--- src/hw/eppm_pkg.sv ---
// constants, register indices and state encoding of the epp handshake and port mux
package eppm_pkg;

	// ********************************************************************
	// register indices (byte address is four times the index)
	// ********************************************************************
	localparam logic [3:0] IDX_DTR  = 4'h0;
	localparam logic [3:0] IDX_STR  = 4'h1;
	localparam logic [3:0] IDX_CTR  = 4'h2;
	localparam logic [3:0] IDX_ADDR = 4'h3;
	localparam logic [3:0] IDX_DAT0 = 4'h4;
	localparam logic [3:0] IDX_DAT3 = 4'h7;
	localparam logic [3:0] IDX_FCR  = 4'h8;
	localparam logic [3:0] IDX_OPT  = 4'h9;
	localparam logic [3:0] IDX_CFG  = 4'hA;

	// ********************************************************************
	// field positions
	// ********************************************************************
	localparam int FCR_PPM_EN  = 2;
	localparam int FCR_FLOAT   = 3;
	localparam int FCR_ZWS_EN  = 5;
	localparam int FCR_ZWS_OFF = 6;
	localparam int OPT_CTL_DIR = 7;
	localparam int CTR_DIR     = 5;
	localparam int CFG_EPP     = 0;
	localparam int CFG_REV19   = 1;
	localparam int STS_BUSY_N  = 7;
	localparam int STS_ACK     = 6;
	localparam int STS_PE      = 5;
	localparam int STS_SLCT    = 4;
	localparam int STS_ERR     = 3;

	// ********************************************************************
	// reset and fixed values
	// ********************************************************************
	localparam logic [7:0] FCR_RST     = 8'h00;
	localparam logic [7:0] OPT_RST     = 8'h00;
	localparam logic [7:0] CFG_RST     = 8'h00;
	localparam logic [7:0] CTR_RST     = 8'h00;
	localparam logic [7:0] DTR_RST     = 8'h00;
	localparam logic [7:0] STS_FLOPPY  = 8'h48;

	typedef enum logic [2:0] {
		EP_IDLE,
		EP_WLOW,
		EP_STRB_ON,
		EP_STRB,
		EP_TAIL,
		EP_ZW_STRB,
		EP_ZW_CHK,
		EP_ZW_END
	} eppm_state_e;

endpackage : eppm_pkg

--- src/hw/eppm_top.sv ---
// enhanced parallel port handshake engine with floppy port multiplexor, apb register slave
module eppm_top
	import eppm_pkg::*;
(
	input  wire logic        pclk,
	input  wire logic        presetn,
	input  wire logic        psel,
	input  wire logic        penable,
	input  wire logic        pwrite,
	input  wire logic [31:0] paddr,
	input  wire logic [31:0] pwdata,
	output logic      [31:0] prdata,
	output logic             pready,
	output logic             pslverr,
	output logic             iochrdy,
	output logic             zero_wait_out_n,
	input  wire logic        printer_not_floppy,
	input  wire logic [7:0]  fdc_out,
	output logic      [7:0]  fdd_out,
	input  wire logic [6:0]  fdd_in,
	output logic      [6:0]  fdc_in,
	input  wire logic [7:0]  pd_i,
	output logic      [7:0]  pd_o,
	output logic      [7:0]  pd_oe_n,
	input  wire logic [3:0]  ctl_pin_i,
	output logic      [3:0]  ctl_pin_o,
	output logic      [3:0]  ctl_pin_oe_n,
	input  wire logic [4:0]  stat_pin_i,
	output logic      [4:0]  stat_pin_o,
	output logic      [4:0]  stat_pin_oe_n
);
	// ********************************************************************
	// state
	// ********************************************************************
	typedef struct packed {
		eppm_state_e st;
		logic [7:0]  function_control_reg;
		logic [7:0]  opt;
		logic [7:0]  cfg;
		logic [7:0]  ctr;
		logic [7:0]  dtr;
		logic [7:0]  addr;
		logic [7:0]  data;
		logic [7:0]  pd_val;
		logic        use_addr;
		logic        is_wr;
		logic        pready;
		logic        pslverr;
		logic [31:0] prdata;
		logic        write_n;
		logic        astrb_n;
		logic        dstrb_n;
		logic        zws_n;
		logic        iochrdy;
		logic [7:0]  pd_o;
		logic [7:0]  pd_oe_n;
		logic [3:0]  ctl_o;
		logic [3:0]  ctl_oe_n;
		logic [4:0]  stat_o;
		logic [4:0]  stat_oe_n;
		logic [7:0]  fdd_out;
		logic [6:0]  fdc_in;
	} eppm_s;

	eppm_s      s_q;
	eppm_s      s_d;
	logic       wait_s;
	logic       floppy_mode;
	logic       epp_mode;
	logic       pd_drive;
	logic [7:0] mux_pd_o;
	logic [7:0] mux_pd_oe_n;
	logic [3:0] mux_ctl_o;
	logic [3:0] mux_ctl_oe_n;
	logic [4:0] mux_stat_o;
	logic [4:0] mux_stat_oe_n;
	logic [6:0] mux_fdc_in;

	// ********************************************************************
	// pin synchronisation and multiplexing
	// ********************************************************************
	eppm_sync #(
		.W (1)
	) u_wait_sync (
		.pclk    (pclk),
		.presetn (presetn),
		.async_i (stat_pin_i[1]),
		.sync_o  (wait_s)
	);

	assign floppy_mode = s_q.function_control_reg[FCR_PPM_EN] & ~printer_not_floppy;
	assign epp_mode    = s_q.cfg[CFG_EPP];
	assign pd_drive    = ~s_q.ctr[CTR_DIR] & ~(s_q.st != EP_IDLE && !s_q.is_wr);

	eppm_mux u_mux (
		.float_pins  (s_q.function_control_reg[FCR_FLOAT]),
		.floppy_mode (floppy_mode),
		.epp_mode    (epp_mode),
		.ctl_bits    (s_q.ctr[3:0]),
		.write_n     (s_q.write_n),
		.astrb_n     (s_q.astrb_n),
		.dstrb_n     (s_q.dstrb_n),
		.pd_val      (epp_mode ? s_q.pd_val : s_q.dtr),
		.pd_drive    (pd_drive),
		.fdc_out     (fdc_out),
		.fdd_in      (fdd_in),
		.pd_i        (pd_i),
		.pd_o        (mux_pd_o),
		.pd_oe_n     (mux_pd_oe_n),
		.ctl_o       (mux_ctl_o),
		.ctl_oe_n    (mux_ctl_oe_n),
		.stat_o      (mux_stat_o),
		.stat_oe_n   (mux_stat_oe_n),
		.fdc_in      (mux_fdc_in)
	);

	// ********************************************************************
	// next state
	// ********************************************************************
	always_comb begin
		logic [3:0] idx;
		logic       acc;
		logic       is_epp;
		logic       bad;
		logic       launch;
		logic       zws_ok;
		logic [7:0] rd;
		logic [7:0] cap;

		s_d     = s_q;
		idx     = paddr[5:2];
		acc     = psel & penable & ~s_q.pready;
		is_epp  = (idx >= IDX_ADDR) && (idx <= IDX_DAT3);
		bad     = (paddr[1:0] != 2'b00) || (paddr[31:6] != 26'h0) || (idx > IDX_CFG);
		zws_ok  = s_q.function_control_reg[FCR_ZWS_EN] & ~s_q.function_control_reg[FCR_ZWS_OFF];
		// direction check applies only under software direction control
		launch  = epp_mode & ~(s_q.opt[OPT_CTL_DIR] & ~(s_q.ctr[CTR_DIR] ^ pwrite));
		cap     = s_q.use_addr ? s_q.addr : s_q.data;
		rd      = 8'h00;
		s_d.pready  = 1'b0;
		s_d.pslverr = 1'b0;
		s_d.prdata  = 32'h0000_0000;

		unique case (s_q.st)
			EP_IDLE: begin
				if (acc && bad) begin
					s_d.pready  = 1'b1;
					s_d.pslverr = 1'b1;
				end else if (acc && is_epp && launch) begin
					s_d.use_addr = (idx == IDX_ADDR);
					s_d.is_wr    = pwrite;
					if (pwrite) begin
						if (idx == IDX_ADDR) begin
							s_d.addr = pwdata[7:0];
						end else begin
							s_d.data = pwdata[7:0];
						end
					end
					if (pwrite && zws_ok) begin
						s_d.pd_val  = pwdata[7:0];
						s_d.write_n = 1'b0;
						s_d.st      = EP_ZW_STRB;
					end else begin
						s_d.iochrdy = 1'b0;
						s_d.st      = EP_WLOW;
					end
				end else if (acc) begin
					s_d.pready = 1'b1;
					if (pwrite) begin
						unique case (idx)
							IDX_DTR:  s_d.dtr = pwdata[7:0];
							IDX_CTR:  s_d.ctr = pwdata[7:0];
							IDX_ADDR: s_d.addr = pwdata[7:0];
							IDX_FCR:  s_d.function_control_reg = pwdata[7:0];
							IDX_OPT:  s_d.opt = pwdata[7:0];
							IDX_CFG:  s_d.cfg = pwdata[7:0];
							IDX_STR: begin
							end
							default:  s_d.data = pwdata[7:0];
						endcase
					end else begin
						unique case (idx)
							IDX_DTR:  rd = floppy_mode ? s_q.dtr : pd_i;
							IDX_STR: begin
								if (floppy_mode) begin
									rd = STS_FLOPPY;
								end else begin
									rd[STS_BUSY_N] = ~stat_pin_i[1];
									rd[STS_ACK]    = stat_pin_i[0];
									rd[STS_PE]     = stat_pin_i[2];
									rd[STS_SLCT]   = stat_pin_i[3];
									rd[STS_ERR]    = stat_pin_i[4];
								end
							end
							IDX_CTR:  rd = s_q.ctr;
							IDX_ADDR: rd = s_q.addr;
							IDX_FCR:  rd = s_q.function_control_reg;
							IDX_OPT:  rd = s_q.opt;
							IDX_CFG:  rd = s_q.cfg;
							default:  rd = s_q.data;
						endcase
						s_d.prdata = {24'h00_0000, rd};
					end
				end
			end
			EP_WLOW: begin
				if (!wait_s) begin
					if (s_q.is_wr) begin
						s_d.write_n = 1'b0;
						s_d.pd_val  = cap;
						s_d.st      = EP_STRB_ON;
					end else begin
						s_d.astrb_n = ~s_q.use_addr;
						s_d.dstrb_n = s_q.use_addr;
						s_d.st      = EP_STRB;
					end
				end
			end
			EP_STRB_ON: begin
				s_d.astrb_n = ~s_q.use_addr;
				s_d.dstrb_n = s_q.use_addr;
				s_d.st      = EP_STRB;
			end
			EP_STRB: begin
				if (wait_s) begin
					s_d.iochrdy = 1'b1;
					s_d.astrb_n = 1'b1;
					s_d.dstrb_n = 1'b1;
					s_d.pready  = 1'b1;
					if (s_q.is_wr) begin
						s_d.st = EP_TAIL;
					end else begin
						if (s_q.use_addr) begin
							s_d.addr = pd_i;
						end else begin
							s_d.data = pd_i;
						end
						s_d.prdata = {24'h00_0000, pd_i};
						s_d.st     = EP_IDLE;
					end
				end
			end
			EP_TAIL: begin
				if (acc && pwrite && is_epp && !bad && launch) begin
					// a pending write keeps WRITE low and starts straight away
					s_d.use_addr = (idx == IDX_ADDR);
					if (idx == IDX_ADDR) begin
						s_d.addr = pwdata[7:0];
					end else begin
						s_d.data = pwdata[7:0];
					end
					s_d.iochrdy = 1'b0;
					s_d.st      = EP_WLOW;
				end else if (!wait_s ||
						(s_q.opt[OPT_CTL_DIR] && s_q.ctr[CTR_DIR])) begin
					s_d.write_n = 1'b1;
					s_d.st      = EP_IDLE;
				end
			end
			EP_ZW_STRB: begin
				s_d.astrb_n = ~s_q.use_addr;
				s_d.dstrb_n = s_q.use_addr;
				s_d.st      = EP_ZW_CHK;
			end
			EP_ZW_CHK: begin
				if (wait_s) begin
					s_d.zws_n   = 1'b0;
					s_d.iochrdy = 1'b1;
					s_d.pready  = 1'b1;
					s_d.st      = EP_ZW_END;
				end else begin
					s_d.iochrdy = 1'b0;
					s_d.st      = EP_STRB;
				end
			end
			EP_ZW_END: begin
				s_d.astrb_n = 1'b1;
				s_d.dstrb_n = 1'b1;
				s_d.zws_n   = 1'b1;
				s_d.write_n = 1'b1;
				s_d.st      = EP_IDLE;
			end
		endcase

		// data lines only move while WRITE and both strobes are idle, or in EP_IDLE or EP_WLOW
		if (!(s_q.write_n && s_q.astrb_n && s_q.dstrb_n) &&
				!(s_q.st == EP_WLOW) && !(s_q.st == EP_IDLE)) begin
			s_d.pd_val = s_q.pd_val;
		end

		s_d.pd_o      = mux_pd_o;
		s_d.pd_oe_n   = mux_pd_oe_n;
		s_d.ctl_o     = mux_ctl_o;
		s_d.ctl_oe_n  = mux_ctl_oe_n;
		s_d.stat_o    = mux_stat_o;
		s_d.stat_oe_n = mux_stat_oe_n;
		s_d.fdc_in    = mux_fdc_in;
		s_d.fdd_out   = fdc_out;
	end

	// ********************************************************************
	// registers
	// ********************************************************************
	always_ff @(posedge pclk or negedge presetn) begin
		if (!presetn) begin
			s_q           <= '0;
			s_q.st        <= EP_IDLE;
			s_q.function_control_reg       <= FCR_RST;
			s_q.opt       <= OPT_RST;
			s_q.cfg       <= CFG_RST;
			s_q.ctr       <= CTR_RST;
			s_q.dtr       <= DTR_RST;
			s_q.write_n   <= 1'b1;
			s_q.astrb_n   <= 1'b1;
			s_q.dstrb_n   <= 1'b1;
			s_q.zws_n     <= 1'b1;
			s_q.iochrdy   <= 1'b1;
			s_q.pd_oe_n   <= 8'hFF;
			s_q.ctl_o     <= 4'hF;
			s_q.ctl_oe_n  <= 4'hF;
			s_q.stat_oe_n <= 5'h1F;
		end else begin
			s_q <= s_d;
		end
	end

	assign prdata          = s_q.prdata;
	assign pready          = s_q.pready;
	assign pslverr         = s_q.pslverr;
	assign iochrdy         = s_q.iochrdy;
	assign zero_wait_out_n = s_q.zws_n;
	assign fdd_out         = s_q.fdd_out;
	assign fdc_in          = s_q.fdc_in;
	assign pd_o            = s_q.pd_o;
	assign pd_oe_n         = s_q.pd_oe_n;
	assign ctl_pin_o       = s_q.ctl_o;
	assign ctl_pin_oe_n    = s_q.ctl_oe_n;
	assign stat_pin_o      = s_q.stat_o;
	assign stat_pin_oe_n   = s_q.stat_oe_n;
endmodule : eppm_top

--- src/hw/eppm_sync.sv ---
// two flip-flop synchroniser for asynchronous level inputs
module eppm_sync #(
	parameter int W = 1
) (
	input  wire logic         pclk,
	input  wire logic         presetn,
	input  wire logic [W-1:0] async_i,
	output logic      [W-1:0] sync_o
);
	logic [W-1:0] meta_q;

	always_ff @(posedge pclk or negedge presetn) begin
		if (!presetn) begin
			meta_q <= '0;
			sync_o <= '0;
		end else begin
			meta_q <= async_i;
			sync_o <= meta_q;
		end
	end
endmodule : eppm_sync

--- src/hw/eppm_mux.sv ---
// connector pin multiplexor between parallel port and floppy controller
module eppm_mux (
	input  wire logic       float_pins,
	input  wire logic       floppy_mode,
	input  wire logic       epp_mode,
	input  wire logic [3:0] ctl_bits,
	input  wire logic       write_n,
	input  wire logic       astrb_n,
	input  wire logic       dstrb_n,
	input  wire logic [7:0] pd_val,
	input  wire logic       pd_drive,
	input  wire logic [7:0] fdc_out,
	input  wire logic [6:0] fdd_in,
	input  wire logic [7:0] pd_i,
	output logic      [7:0] pd_o,
	output logic      [7:0] pd_oe_n,
	output logic      [3:0] ctl_o,
	output logic      [3:0] ctl_oe_n,
	output logic      [4:0] stat_o,
	output logic      [4:0] stat_oe_n,
	output logic      [6:0] fdc_in
);
	always_comb begin
		pd_o      = pd_val;
		pd_oe_n   = {8{~pd_drive}};
		stat_o    = 5'h00;
		stat_oe_n = 5'h1F;
		ctl_oe_n  = 4'h0;
		// pins: {select-in/astrb, init, autofeed/dstrb, strobe/write}
		if (epp_mode) begin
			ctl_o = {astrb_n, ctl_bits[2], dstrb_n, write_n};
		end else begin
			ctl_o = {~ctl_bits[3], ctl_bits[2], ~ctl_bits[1], ~ctl_bits[0]};
		end
		if (floppy_mode) begin
			// data pins become floppy inputs, handshake pins other than strobe floppy outputs
			pd_oe_n   = 8'hFF;
			stat_o    = {fdc_out[5], fdc_out[3], fdc_out[2], fdc_out[1], fdc_out[0]};
			stat_oe_n = 5'h00;
			ctl_o     = {fdc_out[7], fdc_out[6], fdc_out[4], 1'b1};
			ctl_oe_n  = 4'h1;
		end
		if (float_pins) begin
			pd_oe_n   = 8'hFF;
			ctl_oe_n  = 4'hF;
			stat_oe_n = 5'h1F;
		end
		// drive one selected on the connector takes inputs from the connector
		if (floppy_mode && !fdc_out[0]) begin
			fdc_in = {pd_i[7], pd_i[5], pd_i[4], pd_i[3], pd_i[2], pd_i[1], pd_i[0]};
		end else begin
			fdc_in = fdd_in;
		end
	end
endmodule : eppm_mux

--- config.mk ---
export PLATFORM = sky130hd
export DESIGN_NAME = eppm_top
export DESIGN_NICKNAME = d
export VERILOG_FILES = /design/src/hw/eppm_pkg.sv /design/src/hw/eppm_top.sv /design/src/hw/eppm_sync.sv /design/src/hw/eppm_mux.sv
export SDC_FILE = /design/constraint.sdc
export NUM_CORES = 1
export LEC_CHECK = 0
export ABC_AREA = 0
export BUFFER_PORTS_ARGS = -buffer_cell sky130_fd_sc_hd__buf_4
export CAP_MARGIN = 20
export CELL_PAD_IN_SITES_DETAIL_PLACEMENT = 1
export CELL_PAD_IN_SITES_GLOBAL_PLACEMENT = 1
export CORE_UTILIZATION = 30
export DETAILED_ROUTE_END_ITERATION = 8
export PLACE_DENSITY = 0.66
export RECOVER_POWER = 25
export SETUP_SLACK_MARGIN = 0.4
export SLEW_MARGIN = 10
export SYNTH_ARGS = -nofsm -noshare
export SYNTH_HDL_FRONTEND = slang
export SYNTH_SLANG_ARGS = --single-unit
--- constraint.sdc ---
create_clock -name pclk -period 4.19 [get_ports pclk]
set_input_delay 0.419 -clock pclk [delete_from_list [all_inputs] [get_ports pclk]]
set_output_delay 0.419 -clock pclk [all_outputs]
set_load 0.01 [all_outputs]
==> flow_summary.yaml, run 1 <==
floorplanning:
  start_util: 0.309
  dieArea_um2: 22400
  die_w_um: 150
  die_h_um: 150
  ios: 187
  rows: 53
  core_um2: 21200
route:
  drt_iter0_drc: 326
  ant_nets: 0
  dr.pass1.iters: 4
  via_count: 5199
  routed_wl_um: 20400
  wl_per_cell_um: 20.7
  remaining_drc_errors: 0
  vias_per_cell: 5.26
sta:
  finalHoldViolations: 0
  relSlewSlack: -0.275
  fin_setup_tns_ns: 0
  holdWs_ns: 0.131
  period_share: 0.805
  timing.fmax_mhz: 296
  worst_pin_slew_ns: 1.91
  fin_skew_ns: 0.0106
  period_minus_slack_ns: 3.37
  slew_viol_final: 73
  rsz0062_at_grt: "no"
  setup_viol: 0
synth:
  yosys.area.top_type_share: 0.418
  ys_top_cells_by_count: "dfrtp_1, buf_4, mux2_2"
  synth_most_common_cell: "dfrtp_1"
  yosys.area.top_type: "dfrtp_1"
  syn_avg_cell_area_um2: 10.3
  synth.area.top_cells: "dfrtp_1, mux2_2, buf_4, dfstp_2, nor2_1"
  async_flop_share: 1.00
  yosysWarningCount: 0
  synth-edff-count: 0
  synth_seq_cells: 122
  yosysSeqAreaShare: 0.470
  synth-main-ff-cell: "dfrtp_1"
  yosysUniqueCellTypes: 59
  syn_area_um2: 6530
  syn_inst: 634
finish:
  seqCellArea_um2: 3070
  fillers: 2380
  n_antenna_cell: 0
  syn2layout_area_growth_pct: 21.7
  multi_input_area_um2: 2750
  layout-drive-gt1-share: 0.354
  finalNetCount: 803
  utilization: 0.376
outcome:
  outcome: "finished, violations left"
  violations: "capacitance limit, slew limit"
clocking:
  clk_latency_ns: 0.43
  clk_pin_slew_ns: 0.05
  cts_tree: "built"
  cts.sinks: 122
  cts_inserted_buffers: 17
  h-tree-depth: 4
  cts_buffer_depth: 2
  cts_root_buf: "clkbuf_16"
  postCtsSetupRepairBufs: 0
  postCtsHoldBufs: 0
  cts_resized: 0
setup_path:
  cp.arrival_ns: 3.66
  cp_slowest_stage_delay_ns: 0.77
  critPathSlowestCell: "dfrtp_1"
  crit_buf_inv: 1
  crit_family: "simple AND/OR/NAND/NOR gates"
  worst_setup_path_start_kind: "register"
  worstPathCellList: "inv_1, a2111oi_2, and2_1, a31oi_4, or4_1, o21bai_4, o2bb2ai_1"
  crit_fanout: 17
  crit_path_end_kind: "register"
  critical_path_class: "register to register"
  required_ns: 4.48
power_and_ir_drop:
  leakagePower_nw: 3.64
  powerDensity_nw_per_um2: 397
  ir_worst_vdd_v: 0.000216
flow_run:
  drv_cap: 1
place:
  port_buffers: 134
  gp_congestion: 0.893
  dpl.hpwl_um: 14500
global_route:
  antenna_found_initial: 0
  grt_pass1_vias: 5413
  grt_pass1_wl_um: 31300
  grt-ovfl-total: 0
  grt.total_usage: 0.189
  grt_max_degree: 73
hold_path:
  hp-class: "input pin to register"
[layout make-up]
type,count,area share
clock inverter,11,0.0299
clock buffer,21,0.0592
multi-input combinational,410,0.346
timing repair buffer,141,0.131
tap,275,0.0433
sequential,122,0.386
inverter,9,0.00425
[state kept, by name, indices dropped and copies added, names as in the netlist]
| name | flops |
|---|---|
| stat_pin_oe_n | 1 |
| pslverr | 1 |
| iochrdy | 1 |
| pd_o | 8 |
| fdd_out | 8 |
| fdc_in | 7 |
| ctl_pin_o | 4 |
| prdata | 8 |
| epp_mode | 1 |
| zero_wait_out_n | 1 |
| u_wait_sync.meta_q | 1 |
| pd_oe_n | 1 |
| pready | 1 |
| stat_pin_o | 5 |
| s_q | 71 |
| ctl_pin_oe_n | 2 |
| u_wait_sync.sync_o | 1 |
[worst register-to-register path, cell delays in order, from the launching register on]
cell	delay (ns)
dfrtp_1	0.77
inv_1	0.15
a2111oi_2	0.50
and2_1	0.41
a31oi_4	0.15
or4_1	0.77
o21bai_4	0.33
o2bb2ai_1	0.16
[worst paths after layout]
| check | to | slack, ns | from | cells after the start |
|---|---|---|---|---|
| worst max-delay path | s_q[110] | 0.82 | epp_mode | 7 |
| worst min-delay path | fdd_out[2] | 0.13 | fdc_out[2] | 1 |
| worst max register to register | s_q[110] | 0.82 | epp_mode | 7 |
| worst min register to register | u_wait_sync.sync_o | 0.36 | u_wait_sync.meta_q | 0 |
| max in group asynchronous | s_q[109] | 2.37 | presetn | 2 |
| min in group asynchronous | fdd_out[7] | 0.49 | presetn | 1 |
[routing by layer]
metal,global-route usage,routed length [um],share of wire
met1,0.236,8560,0.42
met5,0,0,0
met4,0.0821,550,0.027
met2,0.318,10200,0.50
met3,0.0326,1130,0.055
[metrics by stage]
| step | power (mW) | std cells | worst slack [ns] | instance area, um2 |
|---|---|---|---|---|
| after floorplan | 1.30 | 657 | 1.59 | 6620 |
| after global placement | 1.40 | 957 | 0.931 | 7250 |
| after detailed placement | 1.40 | 957 | 0.842 | 7250 |
| after CTS | 3.18 | 989 | 0.824 | 7960 |
| after global routing | 3.25 | 989 | 0.659 | 7950 |
| final | 3.15 | 989 | 0.816 | 7950 |
[layout by cell type, fill, tap and decap left out, types with 2 or more instances in the layout]
master     count
buf_4        131
dfrtp_1      109
mux2_2        61
nor2_1        55
nand2_1       49
a21oi_1       36
conb_1        24
o21ai_0       20
clkbuf_16     17
a22oi_1       16
mux2i_1       15
a31oi_1       14
dfstp_2       13
a221oi_1       9
inv_1          9
and2_1         9
o31ai_1        8
o2bb2ai_1      8
nor3_1         8
nand2b_1       8
nor4_1         8
nand3_1        7
bufinv_16      7
clkbuf_4       6
nand3b_1       5
nor2b_1        5
o22ai_1        4
clkbuf_1       4
or4_1          3
o22a_1         3
clkbuf_8       3
o31ai_2        2
a32oi_1        2
o32a_1         2
a21o_1         2
o32ai_1        2
a22o_1         2
clkinv_2       2
[where the power goes]
| part | internal (mW) | leakage, nW | switching, mW |
|---|---|---|---|
| Combinational | 0.0737 | 1.68 | 0.113 |
| Clock | 1.22 | 0.348 | 0.550 |
| Sequential | 1.19 | 1.62 | 0.00442 |
[logic make-up (layout without fill, tap and decap cells)]
| family | after synthesis | after routing | share of synthesized area |
|---|---|---|---|
| xor+xnor | 2 | 2 | 0.00268 |
| buf+inv | 125 | 182 | 0.123 |
| mux | 77 | 77 | 0.130 |
| flops | 122 | 122 | 0.470 |
| simple gates | 163 | 163 | 0.117 |
| compound gates | 144 | 144 | 0.157 |
| other cells | 1 | 24 | 0.000574 |
Note: power is estimated with default switching activity, not from simulation.
==> run 2: changes to the inputs <==
Settings changed: ABC_AREA 0 to 1, PLACE_DENSITY 0.66 to 0.71.
Clock period 4.19 ns to 3 ns, I/O delays scaled along.
==> flow_summary.yaml, run 2 <==
clocking:
  postCtsSetupRepairBufs: 0
  cts.sinks: 122
  cts_root_buf: "clkbuf_16"
  clk_latency_ns: 0.43
  cts_inserted_buffers: 17
  cts_resized: 0
  cts_buffer_depth: 2
  cts_tree: "built"
  clk_pin_slew_ns: 0.06
  h-tree-depth: 4
synth:
  synth_seq_cells: 122
  async_flop_share: 1.00
  synth.area.top_cells: "dfrtp_1, nand2_1, buf_4, inv_1, o21ai_0"
  yosysUniqueCellTypes: 42
  yosysWarningCount: 0
  synth-edff-count: 0
  yosysSeqAreaShare: 0.415
  synth_most_common_cell: "nand2_1"
  synth-main-ff-cell: "dfrtp_1"
  syn_area_um2: 7390
  ys_top_cells_by_count: "nand2_1, inv_1, dfrtp_1"
  yosys.area.top_type_share: 0.369
  syn_inst: 1011
  yosys.area.top_type: "dfrtp_1"
  syn_avg_cell_area_um2: 7.31
finish:
  layout.cells.non_filler: 1438
  fillers: 3040
  final_common_cell: "nand2_1"
  largest_reg_flops: 71
  layout_common_cells: "nand2_1, buf_4, inv_1"
  utilization: 0.366
  finalNetCount: 1203
  layout-drive-gt1-share: 0.206
  largest_register: "s_q"
  syn2layout_area_growth_pct: 20.0
  n_antenna_cell: 0
power_and_ir_drop:
  ir_worst_vdd_v: 0.000381
  finalPower_mw: 4.62
  powerDensity_nw_per_um2: 520
  leakagePower_nw: 4.50
route:
  dr.pass1.iters: 5
  wl_per_cell_um: 17.0
  vias_per_cell: 4.74
  routed_wl_um: 24500
  remaining_drc_errors: 0
  drt_iter0_drc: 335
  via_count: 6820
  ant_nets: 0
global_route:
  grt_pass1_vias: 6969
  grt_max_degree: 55
  use_met2: 0.341
  grt_pass1_wl_um: 38800
  use_met3: 0.0331
  antenna_found_initial: 0
  global_route.usage.met1: 0.251
  grt.total_usage: 0.199
  grt.busiest_layer: "met2"
  grt-ovfl-total: 0
setup_path:
  worstPathCellList: "nor2_2, buf_4, nand3_2, nor2_4, nor2_8, nor2_2, nand4_2, o21ai_0"
  crit_buf_inv: 1
  crit_family: "simple AND/OR/NAND/NOR gates"
  required_ns: 3.33
  crit_fanout: 16
  worst_setup_path_start_kind: "register"
  critPathSlowestCell: "nand4_2"
  cp.arrival_ns: 2.59
  crit_top_cell: "nor2_2"
  critical_path_class: "register to register"
  cp_slowest_stage_delay_ns: 0.44
  crit_path_end_kind: "register"
place:
  dp_cells: 1396
  gp_congestion: 0.874
  port_buffers: 134
  dpl.hpwl_um: 18200
sta:
  fin_skew_ns: 0.00534
  worst_pin_slew_ns: 1.30
  slew_viol_final: 0
  period_share: 0.755
  rsz0062_at_grt: "no"
  fin_setup_tns_ns: 0
  relSlewSlack: 0.133
  setup_viol: 0
  finalHoldViolations: 0
  period_minus_slack_ns: 2.26
  timing.fmax_mhz: 442
hold_path:
  hp-class: "input pin to register"
flow_run:
  drv_cap: 0
floorplanning:
  start_util: 0.305
  die_h_um: 159
  die_w_um: 159
  dieArea_um2: 25300
  ios: 187
  rows: 57
  core_um2: 24200
outcome:
  outcome: "complete, no violations"
-- run 2: cell types whose count changed after synthesis, moves of 13 or more --
| cell | previous run | this run |
|---|---|---|
| nand2_1 | 49 | 320 |
| mux2_2 | 61 | 0 |
| nor2_1 | 55 | 78 |
| a22oi_1 | 16 | 1 |
| o21ai_1 | 0 | 38 |
| a31oi_1 | 14 | 1 |
| inv_1 | 9 | 110 |
| nand4_1 | 0 | 20 |
| mux2i_1 | 15 | 0 |
| nand3_1 | 7 | 38 |
| a21oi_1 | 36 | 23 |
| o21ai_0 | 20 | 78 |
-- run 2: logic make-up (layout without fill, tap and decap cells) --
family          count (synthesis)  after routing  share of synthesized area
compound gates                173            173                      0.131
flops                         122            122                      0.415
other cells                     1             24                   0.000507
buf+inv                       227            307                      0.164
simple gates                  488            488                      0.289
-- run 2: worst register-to-register path, delay by kind of cell (launching register included) --
family / cells / cell delay [ns]
buffers and inverters: 1 / 0.25
DFF: 1 / 0.38
and+or+nand+nor: 6 / 1.19
AOI/OAI and AO/OA: 1 / 0.36
-- run 2: path summary, 6_finish.rpt --
path / from / endpoint / slack [ns] / cells after the start
setup / recovery: pready / s_q[90] / 0.74 / 8
hold / removal: fdd_in[2] / fdc_in[2] / 0.08 / 3
setup reg to reg: pready / s_q[90] / 0.74 / 8
hold reg to reg: u_wait_sync.meta_q / u_wait_sync.sync_o / 0.35 / 0
max in group asynchronous: presetn / prdata[5] / 0.95 / 3
min in group asynchronous: presetn / fdd_out[1] / 0.40 / 2
-- run 2: where the power goes --
| part | total (mW) | switching, mW | internal (mW) |
|---|---|---|---|
| Clock | 1.98 | 0.824 | 1.16 |
| Combinational | 0.758 | 0.461 | 0.297 |
| Sequential | 1.88 | 0.0835 | 1.79 |
-- run 2: final cells by class --
type,count,area (um2),area share
inverters,117,439,0.0495
repair buffers,158,1190,0.134
well taps,324,405,0.0457
clock buffers,18,429,0.0484
flip-flops and latches,122,3070,0.346
clock inverters,14,140,0.0158
multi-input cells,685,3200,0.360
-- run 2: stage by stage --
| stage | instance area, um2 | hold slack (ns) | setup WS, ns |
|---|---|---|---|
| CTS | 8910 | 0.0721 | 0.714 |
| floorplan | 7480 | 0.00441 | 1.23 |
| global route | 8880 | 0.0867 | 0.552 |
| detailed placement | 8240 | 0.321 | 0.715 |
| finish | 8880 | 0.0806 | 0.736 |
| global placement | 8240 | 0.312 | 0.758 |
-- run 2: repair_timing --
action	4_1_cts	5_1_grt
hold endpoints to repair	36	0
endpoints found under the setup margin	0	0
hold buffers	10	0
-- run 2: metal layers --
metal,vias up,wire length [um],part of all wire
li1,3292,-,-
met2,217,12200,0.50
met5,-,0,0
met3,43,1160,0.047
met1,3268,10500,0.43
met4,0,602,0.025
